### src/logic/adc_timing_map.vh
/*
 * Register map, field positions, reset values and timing counts of the
 * converter acquisition and bit-clock control block.
 * Assumes a 32-bit Avalon-MM slave with byte addresses, one word per register.
 */
`ifndef ADC_TIMING_MAP_VH
`define ADC_TIMING_MAP_VH

// ==========================================================================
// Register offsets (byte addresses)
// ==========================================================================
`define REG_TIMING_CTRL 5'h00
`define REG_CONV_CTRL 5'h04
`define REG_TRIG_EN 5'h08
`define REG_STATUS 5'h0C
`define REG_RESULT 5'h10

// ==========================================================================
// Field positions
// ==========================================================================
`define CLKSEL_LSB 0
`define CLKSEL_MSB 2
`define ACQSEL_LSB 3
`define ACQSEL_MSB 6
`define CTRL_GO_BIT 0
`define CTRL_ENABLE_BIT 1
`define STAT_GO_BIT 0
`define STAT_ENABLE_BIT 1

// ==========================================================================
// Reset values
// ==========================================================================
`define TIMING_CTRL_RESET 7'h00
`define ENABLE_RESET 1'b0
`define TRIG_EN_RESET 5'h00

// ==========================================================================
// Timing counts
// ==========================================================================
`define CONV_BIT_PERIODS 5'h0C
`define RC_QUARTER_DIV 2'h3

`endif

### src/logic/bit_period_gen.v
/*
 * Conversion bit period generator: a one-cycle tick per bit period, taken
 * either from a programmable divider of the system clock or from the
 * internal RC oscillator, straight or divided by four.
 * Assumes i_rc_tick is a one-cycle pulse already synchronous to i_clk.
 */
`timescale 1ns/1ps
`include "adc_timing_map.vh"

module bit_period_gen #(
    parameter CNT_W = 6
) (
    input wire i_clk,
    input wire i_resetn,
    input wire i_restart,
    input wire [2:0] i_sel,
    input wire i_rc_tick,
    output reg o_tick
);

    // ======================================================================
    // Divider reload decode
    // ======================================================================
    // 000=2, 100=4, 001=8, 101=16, 010=32, 110=64 clocks; x11 is RC.
    wire [2:0] exp_w = {i_sel[1:0], 1'b0} + {2'b00, i_sel[2]} + 3'h1;
    wire [6:0] period_w = 7'h01 << exp_w;
    wire [CNT_W-1:0] reload_w = period_w[CNT_W-1:0] - {{(CNT_W-1){1'b0}}, 1'b1};
    wire use_rc_w = (i_sel[1:0] == 2'b11);

    reg [CNT_W-1:0] cnt_r;
    reg [1:0] rc_div_r;

    // ======================================================================
    // Divider
    // ======================================================================
    // Restart aligns the count so every divided-clock bit period that follows is whole.
    always @(posedge i_clk) begin
        if (!i_resetn || i_restart) begin
            cnt_r <= {CNT_W{1'b0}};
            rc_div_r <= 2'h0;
            o_tick <= 1'b0;
        end else if (use_rc_w) begin
            cnt_r <= {CNT_W{1'b0}};
            if (!i_rc_tick) begin
                o_tick <= 1'b0;
            end else if (i_sel[2]) begin
                o_tick <= 1'b1;
            end else begin
                rc_div_r <= rc_div_r + 2'h1;
                o_tick <= (rc_div_r == `RC_QUARTER_DIV);
            end
        end else if (cnt_r == reload_w) begin
            cnt_r <= {CNT_W{1'b0}};
            o_tick <= 1'b1;
        end else begin
            cnt_r <= cnt_r + {{(CNT_W-1){1'b0}}, 1'b1};
            o_tick <= 1'b0;
        end
    end

endmodule // bit_period_gen

### src/logic/adc_acq_ctrl.v
/*
 * Acquisition and conversion timing control of a 10-bit converter, with an
 * Avalon-MM register slave. It times programmed acquisition in bit periods,
 * disconnects the holding capacitor for twelve bit periods of conversion
 * and captures the core's result when the conversion ends.
 * Assumes trigger and RC tick inputs are synchronous one-cycle pulses and
 * that the analog core presents its result by the last bit period.
 */

`timescale 1ns/1ps
`include "adc_timing_map.vh"

module adc_acq_ctrl #(
    parameter TRIG_W = 5,
    parameter RES_W = 10
) (
    input wire i_clk,
    input wire i_resetn,
    input wire [4:0] i_address,
    input wire i_read,
    input wire i_write,
    input wire [31:0] i_writedata,
    output wire [31:0] o_readdata,
    output wire o_waitrequest,
    input wire [TRIG_W-1:0] i_trigger,
    input wire i_rc_tick,
    input wire [RES_W-1:0] i_core_result,
    output wire o_hold_connect,
    output wire o_conv_active,
    output wire o_bit_tick,
    output reg o_conv_done,
    output wire [RES_W-1:0] o_result
);

    // ======================================================================
    // States
    // ======================================================================
    localparam ST_IDLE = 3'b001;
    localparam ST_ACQ = 3'b010;
    localparam ST_CONV = 3'b100;

    // Acquisition length in bit periods: twice the code, so 0010 gives four.
    function [4:0] acq_periods;
        input [3:0] code;
        begin
            acq_periods = {code, 1'b0};
        end
    endfunction

    // True on the tick that completes a phase of len bit periods.
    function period_done;
        input [4:0] count;
        input [4:0] len;
        begin
            period_done = ((count + 5'h01) == len);
        end
    endfunction

    // Exact offset match, so no register aliases at an unused address.
    function addr_hit;
        input [4:0] addr;
        input [4:0] offset;
        begin
            addr_hit = (addr == offset);
        end
    endfunction

    reg [2:0] st_r;
    reg [2:0] st_nxt;
    reg [4:0] cnt_r;
    reg [4:0] cnt_nxt;
    reg go_r;
    reg go_nxt;
    reg enable_r;
    reg [6:0] timing_r;
    reg [TRIG_W-1:0] trig_en_r;
    reg [RES_W-1:0] result_r;
    reg ack_r;
    reg [31:0] rdata_r;
    reg [31:0] rdata_nxt;

    wire tad_tick;
    wire [2:0] clk_sel = timing_r[`CLKSEL_MSB:`CLKSEL_LSB];
    wire [3:0] acq_sel = timing_r[`ACQSEL_MSB:`ACQSEL_LSB];
    wire [4:0] acq_len = acq_periods(acq_sel);
    wire [4:0] cnt_inc = cnt_r + 5'h01;
    // The divider realigns on the very edge that changes phase, so the
    // first bit period of every phase in a divider setting is whole instead of a leftover
    // fragment of the free-running count.
    wire restart_w = (st_nxt != st_r);

    // ======================================================================
    // Bus decode
    // ======================================================================
    // Every access gets exactly one wait state: its first cycle loads read
    // data into a register, so the bus never sees the decode mux directly.
    // Layout: timing 0x00, control 0x04, trigger enables 0x08, status 0x0C,
    // result 0x10. Unmapped reads give zero; writes there, or to the
    // read-only status and result words, are dropped.
    assign o_waitrequest = (i_read | i_write) & ~ack_r;
    assign o_readdata = rdata_r;
    wire wr_take = i_write & ack_r;
    wire wr_timing = wr_take && addr_hit(i_address, `REG_TIMING_CTRL);
    wire wr_ctrl = wr_take && addr_hit(i_address, `REG_CONV_CTRL);
    wire wr_trig = wr_take && addr_hit(i_address, `REG_TRIG_EN);

    always @(posedge i_clk) begin
        if (!i_resetn) begin
            ack_r <= 1'b0;
        end else begin
            ack_r <= (i_read | i_write) & ~ack_r;
        end
    end

    // Status shows only the go flag and enable: acquisition and conversion
    // read the same, so software cannot tell where one ends.
    always @* begin
        rdata_nxt = 32'h00000000;
        case (i_address)
            `REG_TIMING_CTRL: rdata_nxt[6:0] = timing_r;
            `REG_CONV_CTRL: begin
                rdata_nxt[`CTRL_GO_BIT] = go_r;
                rdata_nxt[`CTRL_ENABLE_BIT] = enable_r;
            end
            `REG_TRIG_EN: rdata_nxt[TRIG_W-1:0] = trig_en_r;
            `REG_STATUS: begin
                rdata_nxt[`STAT_GO_BIT] = go_r;
                rdata_nxt[`STAT_ENABLE_BIT] = enable_r;
            end
            `REG_RESULT: rdata_nxt[RES_W-1:0] = result_r;
            default: rdata_nxt = 32'h00000000;
        endcase
    end

    always @(posedge i_clk) begin
        if (!i_resetn) begin
            rdata_r <= 32'h00000000;
        end else if (i_read & ~ack_r) begin
            rdata_r <= rdata_nxt;
        end
    end

    // ======================================================================
    // Configuration registers
    // ======================================================================
    // Clearing enable also drops go on the next edge, which aborts any
    // acquisition or conversion in flight.
    always @(posedge i_clk) begin
        if (!i_resetn) begin
            timing_r <= `TIMING_CTRL_RESET;
            enable_r <= `ENABLE_RESET;
            trig_en_r <= `TRIG_EN_RESET;
        end else begin
            if (wr_timing) begin
                timing_r <= i_writedata[6:0];
            end
            if (wr_ctrl) begin
                enable_r <= i_writedata[`CTRL_ENABLE_BIT];
            end
            if (wr_trig) begin
                trig_en_r <= i_writedata[TRIG_W-1:0];
            end
        end
    end

    // ======================================================================
    // Go flag
    // ======================================================================
    // Only enabled trigger sources count, and only while the converter is
    // enabled, so a stray pulse on a masked source never starts a cycle.
    wire hw_trig = enable_r && ((i_trigger & trig_en_r) != {TRIG_W{1'b0}});
    wire sw_go = wr_ctrl && i_writedata[`CTRL_GO_BIT] && i_writedata[`CTRL_ENABLE_BIT];
    wire sw_stop = wr_ctrl && !i_writedata[`CTRL_GO_BIT];
    wire conv_end = st_r[2] && tad_tick && period_done(cnt_r, `CONV_BIT_PERIODS);

    // A set arriving with the end of a conversion wins and starts a new one.
    always @* begin
        go_nxt = go_r;
        if (conv_end || sw_stop || !enable_r) begin
            go_nxt = 1'b0;
        end
        if (sw_go || hw_trig) begin
            go_nxt = 1'b1;
        end
    end

    always @(posedge i_clk) begin
        if (!i_resetn) begin
            go_r <= 1'b0;
        end else begin
            go_r <= go_nxt;
        end
    end

    // ======================================================================
    // Sequencer
    // ======================================================================
    // A zero acquisition code converts at once; software owns the sampling
    // time then. Dropping go in either active phase aborts back to idle on the next edge,
    // with no result or done pulse unless the last conversion tick falls in that cycle.
    always @* begin
        st_nxt = st_r;
        cnt_nxt = cnt_r;
        case (st_r)
            ST_IDLE: begin
                cnt_nxt = 5'h00;
                if (go_r) begin
                    if (acq_len == 5'h00) begin
                        st_nxt = ST_CONV;
                    end else begin
                        st_nxt = ST_ACQ;
                    end
                end
            end
            ST_ACQ: begin
                if (!go_r) begin
                    st_nxt = ST_IDLE;
                end else if (tad_tick) begin
                    if (period_done(cnt_r, acq_len)) begin
                        st_nxt = ST_CONV;
                        cnt_nxt = 5'h00;
                    end else begin
                        cnt_nxt = cnt_inc;
                    end
                end
            end
            ST_CONV: begin
                if (!go_r) begin
                    st_nxt = ST_IDLE;
                end else if (tad_tick) begin
                    if (period_done(cnt_r, `CONV_BIT_PERIODS)) begin
                        st_nxt = ST_IDLE;
                        cnt_nxt = 5'h00;
                    end else begin
                        cnt_nxt = cnt_inc;
                    end
                end
            end
            default: begin
                st_nxt = ST_IDLE;
                cnt_nxt = 5'h00;
            end
        endcase
    end

    always @(posedge i_clk) begin
        if (!i_resetn) begin
            st_r <= ST_IDLE;
            cnt_r <= 5'h00;
            o_conv_done <= 1'b0;
            result_r <= {RES_W{1'b0}};
        end else begin
            st_r <= st_nxt;
            cnt_r <= cnt_nxt;
            o_conv_done <= conv_end;
            if (conv_end) begin
                result_r <= i_core_result;
            end
        end
    end

    // ======================================================================
    // Bit period source
    // ======================================================================
    // The RC source runs free and cannot be realigned, so in the RC modes
    // the first bit period of a phase may be short; only the divider
    // settings give a whole first period.
    bit_period_gen #(
        .CNT_W(6)
    ) u_bit_period_gen (
        .i_clk(i_clk),
        .i_resetn(i_resetn),
        .i_restart(restart_w),
        .i_sel(clk_sel),
        .i_rc_tick(i_rc_tick),
        .o_tick(tad_tick)
    );

    // ======================================================================
    // Analog core side
    // ======================================================================
    // The switch follows the state flop, so the capacitor opens on the
    // same edge that starts the conversion count.
    assign o_hold_connect = ~st_r[2];
    assign o_conv_active = st_r[2];
    assign o_bit_tick = st_r[2] & tad_tick;
    assign o_result = result_r;

endmodule // adc_acq_ctrl

### config.mk
export PLATFORM = sky130hd
export DESIGN_NAME = adc_acq_ctrl
export DESIGN_NICKNAME = d
export VERILOG_FILES = /design/src/logic/bit_period_gen.v /design/src/logic/adc_acq_ctrl.v
export VERILOG_INCLUDE_DIRS = /design/src /design/src/logic
export SDC_FILE = /design/constraint.sdc
export NUM_CORES = 1
export LEC_CHECK = 0
export BUFFER_PORTS_ARGS = -buffer_cell sky130_fd_sc_hd__buf_2
export CORE_MARGIN = 1
export CORE_UTILIZATION = 54
export DETAILED_ROUTE_END_ITERATION = 10
export MAX_ROUTING_LAYER = met4
export PLACE_DENSITY = 0.83
export REMOVE_ABC_BUFFERS = 1
export SLEW_MARGIN = 10
export SYNTH_ARGS = -nofsm -noshare
export SYNTH_HDL_FRONTEND = slang
export SYNTH_SLANG_ARGS = --single-unit
### constraint.sdc
create_clock -name i_clk -period 5.7 [get_ports i_clk]
set_input_delay 1.71 -clock i_clk [delete_from_list [all_inputs] [get_ports i_clk]]
set_output_delay 1.71 -clock i_clk [all_outputs]
set_load 0.05 [all_outputs]
==> results.yml, run 1 <==
placement:
  dp_slack_ns: 1.770
  io_buffers: 56
  gp_congestion: 0.9430
  hpwl_um: 4679
floorplan:
  start_util_pct: 57.04
  die_w_um: 76.15
  die_y_um: 76.15
  pin_count: 104
  std_cell_rows: 26
  core_area_um2: 5205
  die_area_um2: 5799
sta:
  fin_crit_sh_pct: 69.05
  worst_pin_slew_ns: 0.8092
  hold_viol_final: 0
  max_freq_mhz: 254.1
  setup_viol: 0
  slew_headroom_pct: 45.90
  fin_crit_ns: 3.936
  slew_violations: 0
  grt_setup_unrepaired: "false"
  setup_slack_ns: 1.764
  fin_skew_ns: 0.01092
  setup_tns_ns: 0
routing:
  wirelength_um: 6382
  vias: 2561
  first_pass_iters: 5
  ant_nets: 0
  drt_iter0_drc: 225
  drc: 0
  wl_per_cell_um: 14.03
  via_per_inst: 5.629
synth:
  synth_area_leaders: "dfxtp_1 (36%), mux2i_1 (8.4%), buf_4 (5.6%), nor2_1 (5.2%), nand2_1 (2.9%)"
  synth_compound_area_share_pct: 17.70
  synthMuxAreaShare_pct: 8.807
  synth_area_um2: 2969
  yosys_warnings: 0
  ys_types: 58
  synth_top_family_by_area: "simple AND/OR/NAND/NOR gates"
  syn_area_per_cell_um2: 8.656
  synthXorXnorAreaFrac_pct: 4.425
  synth_simple_gate_area_share_pct: 21.45
  synthCells: 343
  ys_seq_area_share_pct: 35.74
  synth.most_common_cell: "dfxtp_1"
  yosys_most_used_dff: "dfxtp_1"
  synth_edf_count: 0
  synth_fa_ha_area_share_pct: 1.686
  async_flop_share_pct: 0
  synth_top_area_share_pct: 35.74
  synth_top_cells_by_count: "dfxtp_1 (53), nor2_1 (41), mux2i_1 (25)"
  synth_area_leader_cell: "dfxtp_1"
  ys_ff_latch: 53
worst_setup_path:
  crit_required_ns: 3.99
  regToRegSetupSlack_ns: 3.04
  crit_path_end_kind: "primary output"
  crit_path_cell_trace: "buf_2 > nor2_1 > nor2_1 > buf_2"
  r2r_start: "timing_r[1]$_SDFFE_PN0P_"
  r2r_cells: 8
  crit_type: "input pin to primary output"
  max_stage_delay_ns: 0.21
  cp.arrival_ns: 2.23
  start_kind: "input pin"
  reg2reg_to: "u_bit_period_gen.cnt_r[2]$_SDFF_PP0_"
  cp_slowest_cell: "buf_2"
  critical_path_peak_fanout: 3
cts:
  clk_pin_slew_ns: 0.10
  clock_path_buffers: 2
  cts_tree: "done"
  postCtsHoldBufs: 0
  post_cts_buffers: 0
  cts-root-buf: "clkbuf_8"
  clock_latency_ns: 0.31
  ctsResizeCount: 0
  clock_sinks: 53
  h-tree-depth: 2
  cts_made_buffers: 5
global_routing:
  met3_usage_pct: 4.671
  antenna_found_initial: 0
  grt_max_degree: 41
  grt_first_pass_wirelength_um: 10780
  grt_use_total_pct: 23.36
  use_met1_pct: 28.59
  met2_usage_pct: 38.82
  grt.busiest_layer: "met2"
  grt_pass1_vias: 2354
  globalRouteOverflowTotal: 0
finish:
  drive_gt1_share_pct: 19.74
  syn2layout_area_growth_pct: 9.229
  nets: 445
  diodes: 0
  fill_cells: 473
  utilization_pct: 62.31
power:
  powerDensity_nw_per_um2: 209.5
  power_leakage_nw: 1.417
  vdd_drop_max_uv: 179.9
worst_hold_path:
  holdCritPathClass: "register to register"
  holdCritStartpoint: "o_readdata[9]$_SDFFE_PN0P_"
  min_to: "o_readdata[9]$_SDFFE_PN0P_"
  holdPathStages: 2
job:
  cap_violations: 0
run_status:
  status: "complete, no violations"
## worst max-delay path, delay by kind of cell
kind                   cells  cell delay, ns
buffers and inverters      2            0.32
AND/OR/NAND/NOR            2            0.19
## cell usage in the layout, fill, tap and decap left out, types with 5 or more instances in the layout
cell type	n
nor2_1	41
inv_1	6
mux2i_1	25
and3_1	5
clkbuf_8	6
xnor2_1	9
nor3_1	8
o211ai_1	5
a21o_1	5
o21ai_0	8
a21oi_1	17
nand2_1	23
buf_2	56
conb_1	22
dfxtp_1	53
nand3_1	14
xor2_1	6
## area by class of cell
| cell class | count | area (um2) | share of cell area (%) |
|---|---|---|---|
| flip-flops and latches | 53 | 1061 | 32.72 |
| clock inverters | 2 | 13.76 | 0.4244 |
| inverters | 6 | 22.52 | 0.6944 |
| clock buffers | 6 | 82.58 | 2.546 |
| repair buffers | 57 | 287.8 | 8.873 |
| multi-input cells | 261 | 1688 | 52.04 |
| well taps | 70 | 87.58 | 2.701 |
## power by group
part | switching (W) | internal (W) | total (W)
clock network | 0.000123 | 0.0000987 | 0.000222
logic | 0.0000620 | 0.0000183 | 0.0000803
registers | 0.00000361 | 0.000374 | 0.000377
## metrics by stage
stage,cell area (um2),cells,hold WS [ns],total power [W]
after global placement,3147,447,0.4378,0.0004639
after global routing,3243,455,0.4904,0.0007026
after CTS,3243,455,0.4561,0.0006832
final,3243,455,0.4548,0.0006796
after detailed placement,3147,447,0.4420,0.0004657
after floorplan,2771,320,0.4423,0.0004424
## worst max path at each step
stage                 from             to  cells after the start
floorplan           i_read  o_waitrequest                      2
global placement    i_read  o_waitrequest                      4
detailed placement  i_read  o_waitrequest                      4
CTS                 i_read  o_waitrequest                      4
global route        i_read  o_waitrequest                      4
finish              i_read  o_waitrequest                      4
## cells by family (layout without fill, tap and decap cells)
| group | Yosys count | in the layout |
|---|---|---|
| AOI/OAI and AO/OA | 69 | 69 |
| DFF | 53 | 53 |
| buffers and inverters | 50 | 71 |
| and+or+nand+nor | 125 | 125 |
| adders and majority gates | 4 | 4 |
| muxes | 26 | 26 |
| xor gates and xnor gates | 15 | 15 |
| other | 1 | 22 |
## sequential cells by signal, indices dropped and copies added, names as in the netlist, 2 cells and up
register,count
timing_r,7
st_r,3
o_result,10
trig_en_r,5
u_bit_period_gen.cnt_r,6
cnt_r,5
o_readdata,10
u_bit_period_gen.rc_div_r,2
## metal layers
metal	vias up	wire length, um	part of all wire (%)
li1	1261	-	-
met1	1211	2729	43
met2	79	3200	50
met3	10	349	5.5
met4	0	103	1.6
met5	-	0	0
Power figures use the tool's default switching activity.
==> inputs of run 2 (changes only) <==
--- a/config.mk
+++ b/config.mk
@@ -8,10 +8,10 @@
 export LEC_CHECK = 0
 export BUFFER_PORTS_ARGS = -buffer_cell sky130_fd_sc_hd__buf_2
 export CORE_MARGIN = 1
-export CORE_UTILIZATION = 54
+export CORE_UTILIZATION = 50
 export DETAILED_ROUTE_END_ITERATION = 10
 export MAX_ROUTING_LAYER = met4
-export PLACE_DENSITY = 0.83
+export PLACE_DENSITY = 0.78
 export REMOVE_ABC_BUFFERS = 1
 export SLEW_MARGIN = 10
 export SYNTH_ARGS = -nofsm -noshare
==> constraint.sdc (replaced) <==
create_clock -name i_clk -period 3.81 [get_ports i_clk]
set_input_delay 1.143 -clock i_clk [delete_from_list [all_inputs] [get_ports i_clk]]
set_output_delay 1.143 -clock i_clk [all_outputs]
set_load 0.05 [all_outputs]
==> run 2 against run 1 <==
Total power up 59%; final area up 0.81%; clock skew down 0.0059 ns; non-clock buffer count unchanged; cell count up 0.44%; utilization down 4.0 points; sequential power up 50%; die area up 7.8%; routed wire length about the same; register-to-register slack worse by 1.8 ns; setup slack worse by 0.76 ns; highest routed layer unchanged.
==> results.yml, run 2 (same netlist as run 1, synthesis figures left out) <==
finish:
  layout_common_cells: "buf_2 (56), dfxtp_1 (53), nor2_1 (41)"
  utilization_pct: 58.30
  final_area_um2: 3269
  fill_cells: 538
  syn2layout_area_growth_pct: 10.11
  multi_input_area_um2: 1688
  drive_gt1_share_pct: 19.74
  seqCellArea_um2: 1061
  nets: 445
  diodes: 0
  layout_commonest_cell: "buf_2"
floorplan:
  std_cell_rows: 27
  start_util_pct: 52.95
  die_w_um: 79.06
  pin_count: 104
  core_area_um2: 5608
  die_area_um2: 6250
  die_y_um: 79.06
routing:
  drt_iter0_drc: 161
  wl_per_cell_um: 13.97
  drc: 0
  ant_nets: 0
  vias: 2571
  wirelength_um: 6385
  via_per_inst: 5.626
  first_pass_iters: 5
power:
  vdd_drop_max_uv: 188.2
  power_leakage_nw: 1.423
  powerDensity_nw_per_um2: 330.5
worst_setup_path:
  regToRegSetupSlack_ns: 1.21
  crit_start: "i_write"
  r2r_start: "timing_r[1]$_SDFFE_PN0P_"
  cp.arrival_ns: 1.66
  reg2reg_to: "u_bit_period_gen.cnt_r[4]$_SDFF_PP0_"
  max_stage_delay_ns: 0.27
  crit_required_ns: 2.67
  crit_family: "buffers and inverters"
  endpoint: "o_waitrequest"
  start_kind: "input pin"
  critical_path_peak_fanout: 4
  crit_cells: 4
  cp_slowest_cell: "buf_2"
  crit_path_cell_trace: "buf_2 > nor2_1 > nor2_1 > buf_2"
  r2r_cells: 8
  crit_type: "input pin to primary output"
  crit_path_end_kind: "primary output"
  crit_buf_inv: 2
cts:
  cts_tree: "done"
  clock_sinks: 53
  clock_path_buffers: 2
  clk_pin_slew_ns: 0.09
  ctsResizeCount: 0
  h-tree-depth: 2
  clock_latency_ns: 0.30
  cts_made_buffers: 5
  cts-root-buf: "clkbuf_8"
  postCtsHoldBufs: 0
  post_cts_buffers: 0
sta:
  slew_violations: 0
  setup_viol: 0
  fin_crit_ns: 2.806
  fin_crit_sh_pct: 73.65
  max_freq_mhz: 356.4
  grt_setup_unrepaired: "false"
  slew_headroom_pct: 42.46
  hold_viol_final: 0
  setup_tns_ns: 0
  fin_skew_ns: 0.005021
  setup_slack_ns: 1.004
  worst_pin_slew_ns: 0.8606
placement:
  hpwl_um: 4681
  io_buffers: 56
  placed_area_um2: 3149
  dp_slack_ns: 0.7431
  gp_congestion: 0.9072
run_status:
  status: "complete, no violations"
global_routing:
  grt.busiest_layer: "met2"
  grt_first_pass_wirelength_um: 10740
  globalRouteOverflowTotal: 0
  use_met1_pct: 27.24
  met2_usage_pct: 37.16
  grt_use_total_pct: 22.30
  grt_pass1_vias: 2336
  met3_usage_pct: 5.172
  grt_max_degree: 39
  antenna_found_initial: 0
worst_hold_path:
  holdCritPathClass: "register to register"
job:
  cap_violations: 0
## run 2: cell count changes in the layout (fill, tap and decap cells not counted)
| cell | before | now |
|---|---|---|
| bufinv_16 | 0 | 1 |
| clkinv_2 | 1 | 0 |
| clkinv_4 | 1 | 0 |
| clkinvlp_4 | 0 | 1 |
## run 2: tightest hold or removal path, cell delays in order, from the launching register on
cell and delay, ns:
dfxtp_1 0.32, nand2_1 0.05, a21oi_1 0.05
## run 2: final cells by class
cell class,instances,area share (%)
clock buffers,6,2.526
clock inverters,2,1.148
inverters,6,0.6889
multi-input cells,261,51.63
flip-flops and latches,53,32.45
well taps,72,2.755
repair buffers,57,8.802
## run 2: through the flow
stage	hold WS [ns]	total power (W)	std cells
after floorplan	0.4423	0.0006619	320
after global placement	0.4382	0.0006946	449
after detailed placement	0.4411	0.0006969	449
after CTS	0.4549	0.001093	457
after global routing	0.4725	0.001125	457
final	0.4543	0.001081	457
## run 2: metal layers
layer  share of wire (%)  vias up  wire length [um]
met5                   0        -                 0
met4                 1.3        0                82
met3                 4.1        8               262
met2                  49       74              3155
met1                  45     1230              2886
li1                    -     1259                 -
## run 2: where the power goes
group          internal [W]  switching (W)
clock              0.000214       0.000182
sequential         0.000559     0.00000526
combinational     0.0000275      0.0000928
## run 2: worst min path at each step
stage	start	cells past startpoint	to	slack [ns]
after floorplan	go_r$_SDFFE_PN0P_	1	st_r[0]$_SDFF_PN1_	0.44
after global placement	o_readdata[9]$_SDFFE_PN0P_	2	o_readdata[9]$_SDFFE_PN0P_	0.44
after detailed placement	o_readdata[9]$_SDFFE_PN0P_	2	o_readdata[9]$_SDFFE_PN0P_	0.44
after CTS	o_readdata[9]$_SDFFE_PN0P_	2	o_readdata[9]$_SDFFE_PN0P_	0.45
after global routing	o_readdata[9]$_SDFFE_PN0P_	2	o_readdata[9]$_SDFFE_PN0P_	0.47
final	o_readdata[9]$_SDFFE_PN0P_	2	o_readdata[9]$_SDFFE_PN0P_	0.45
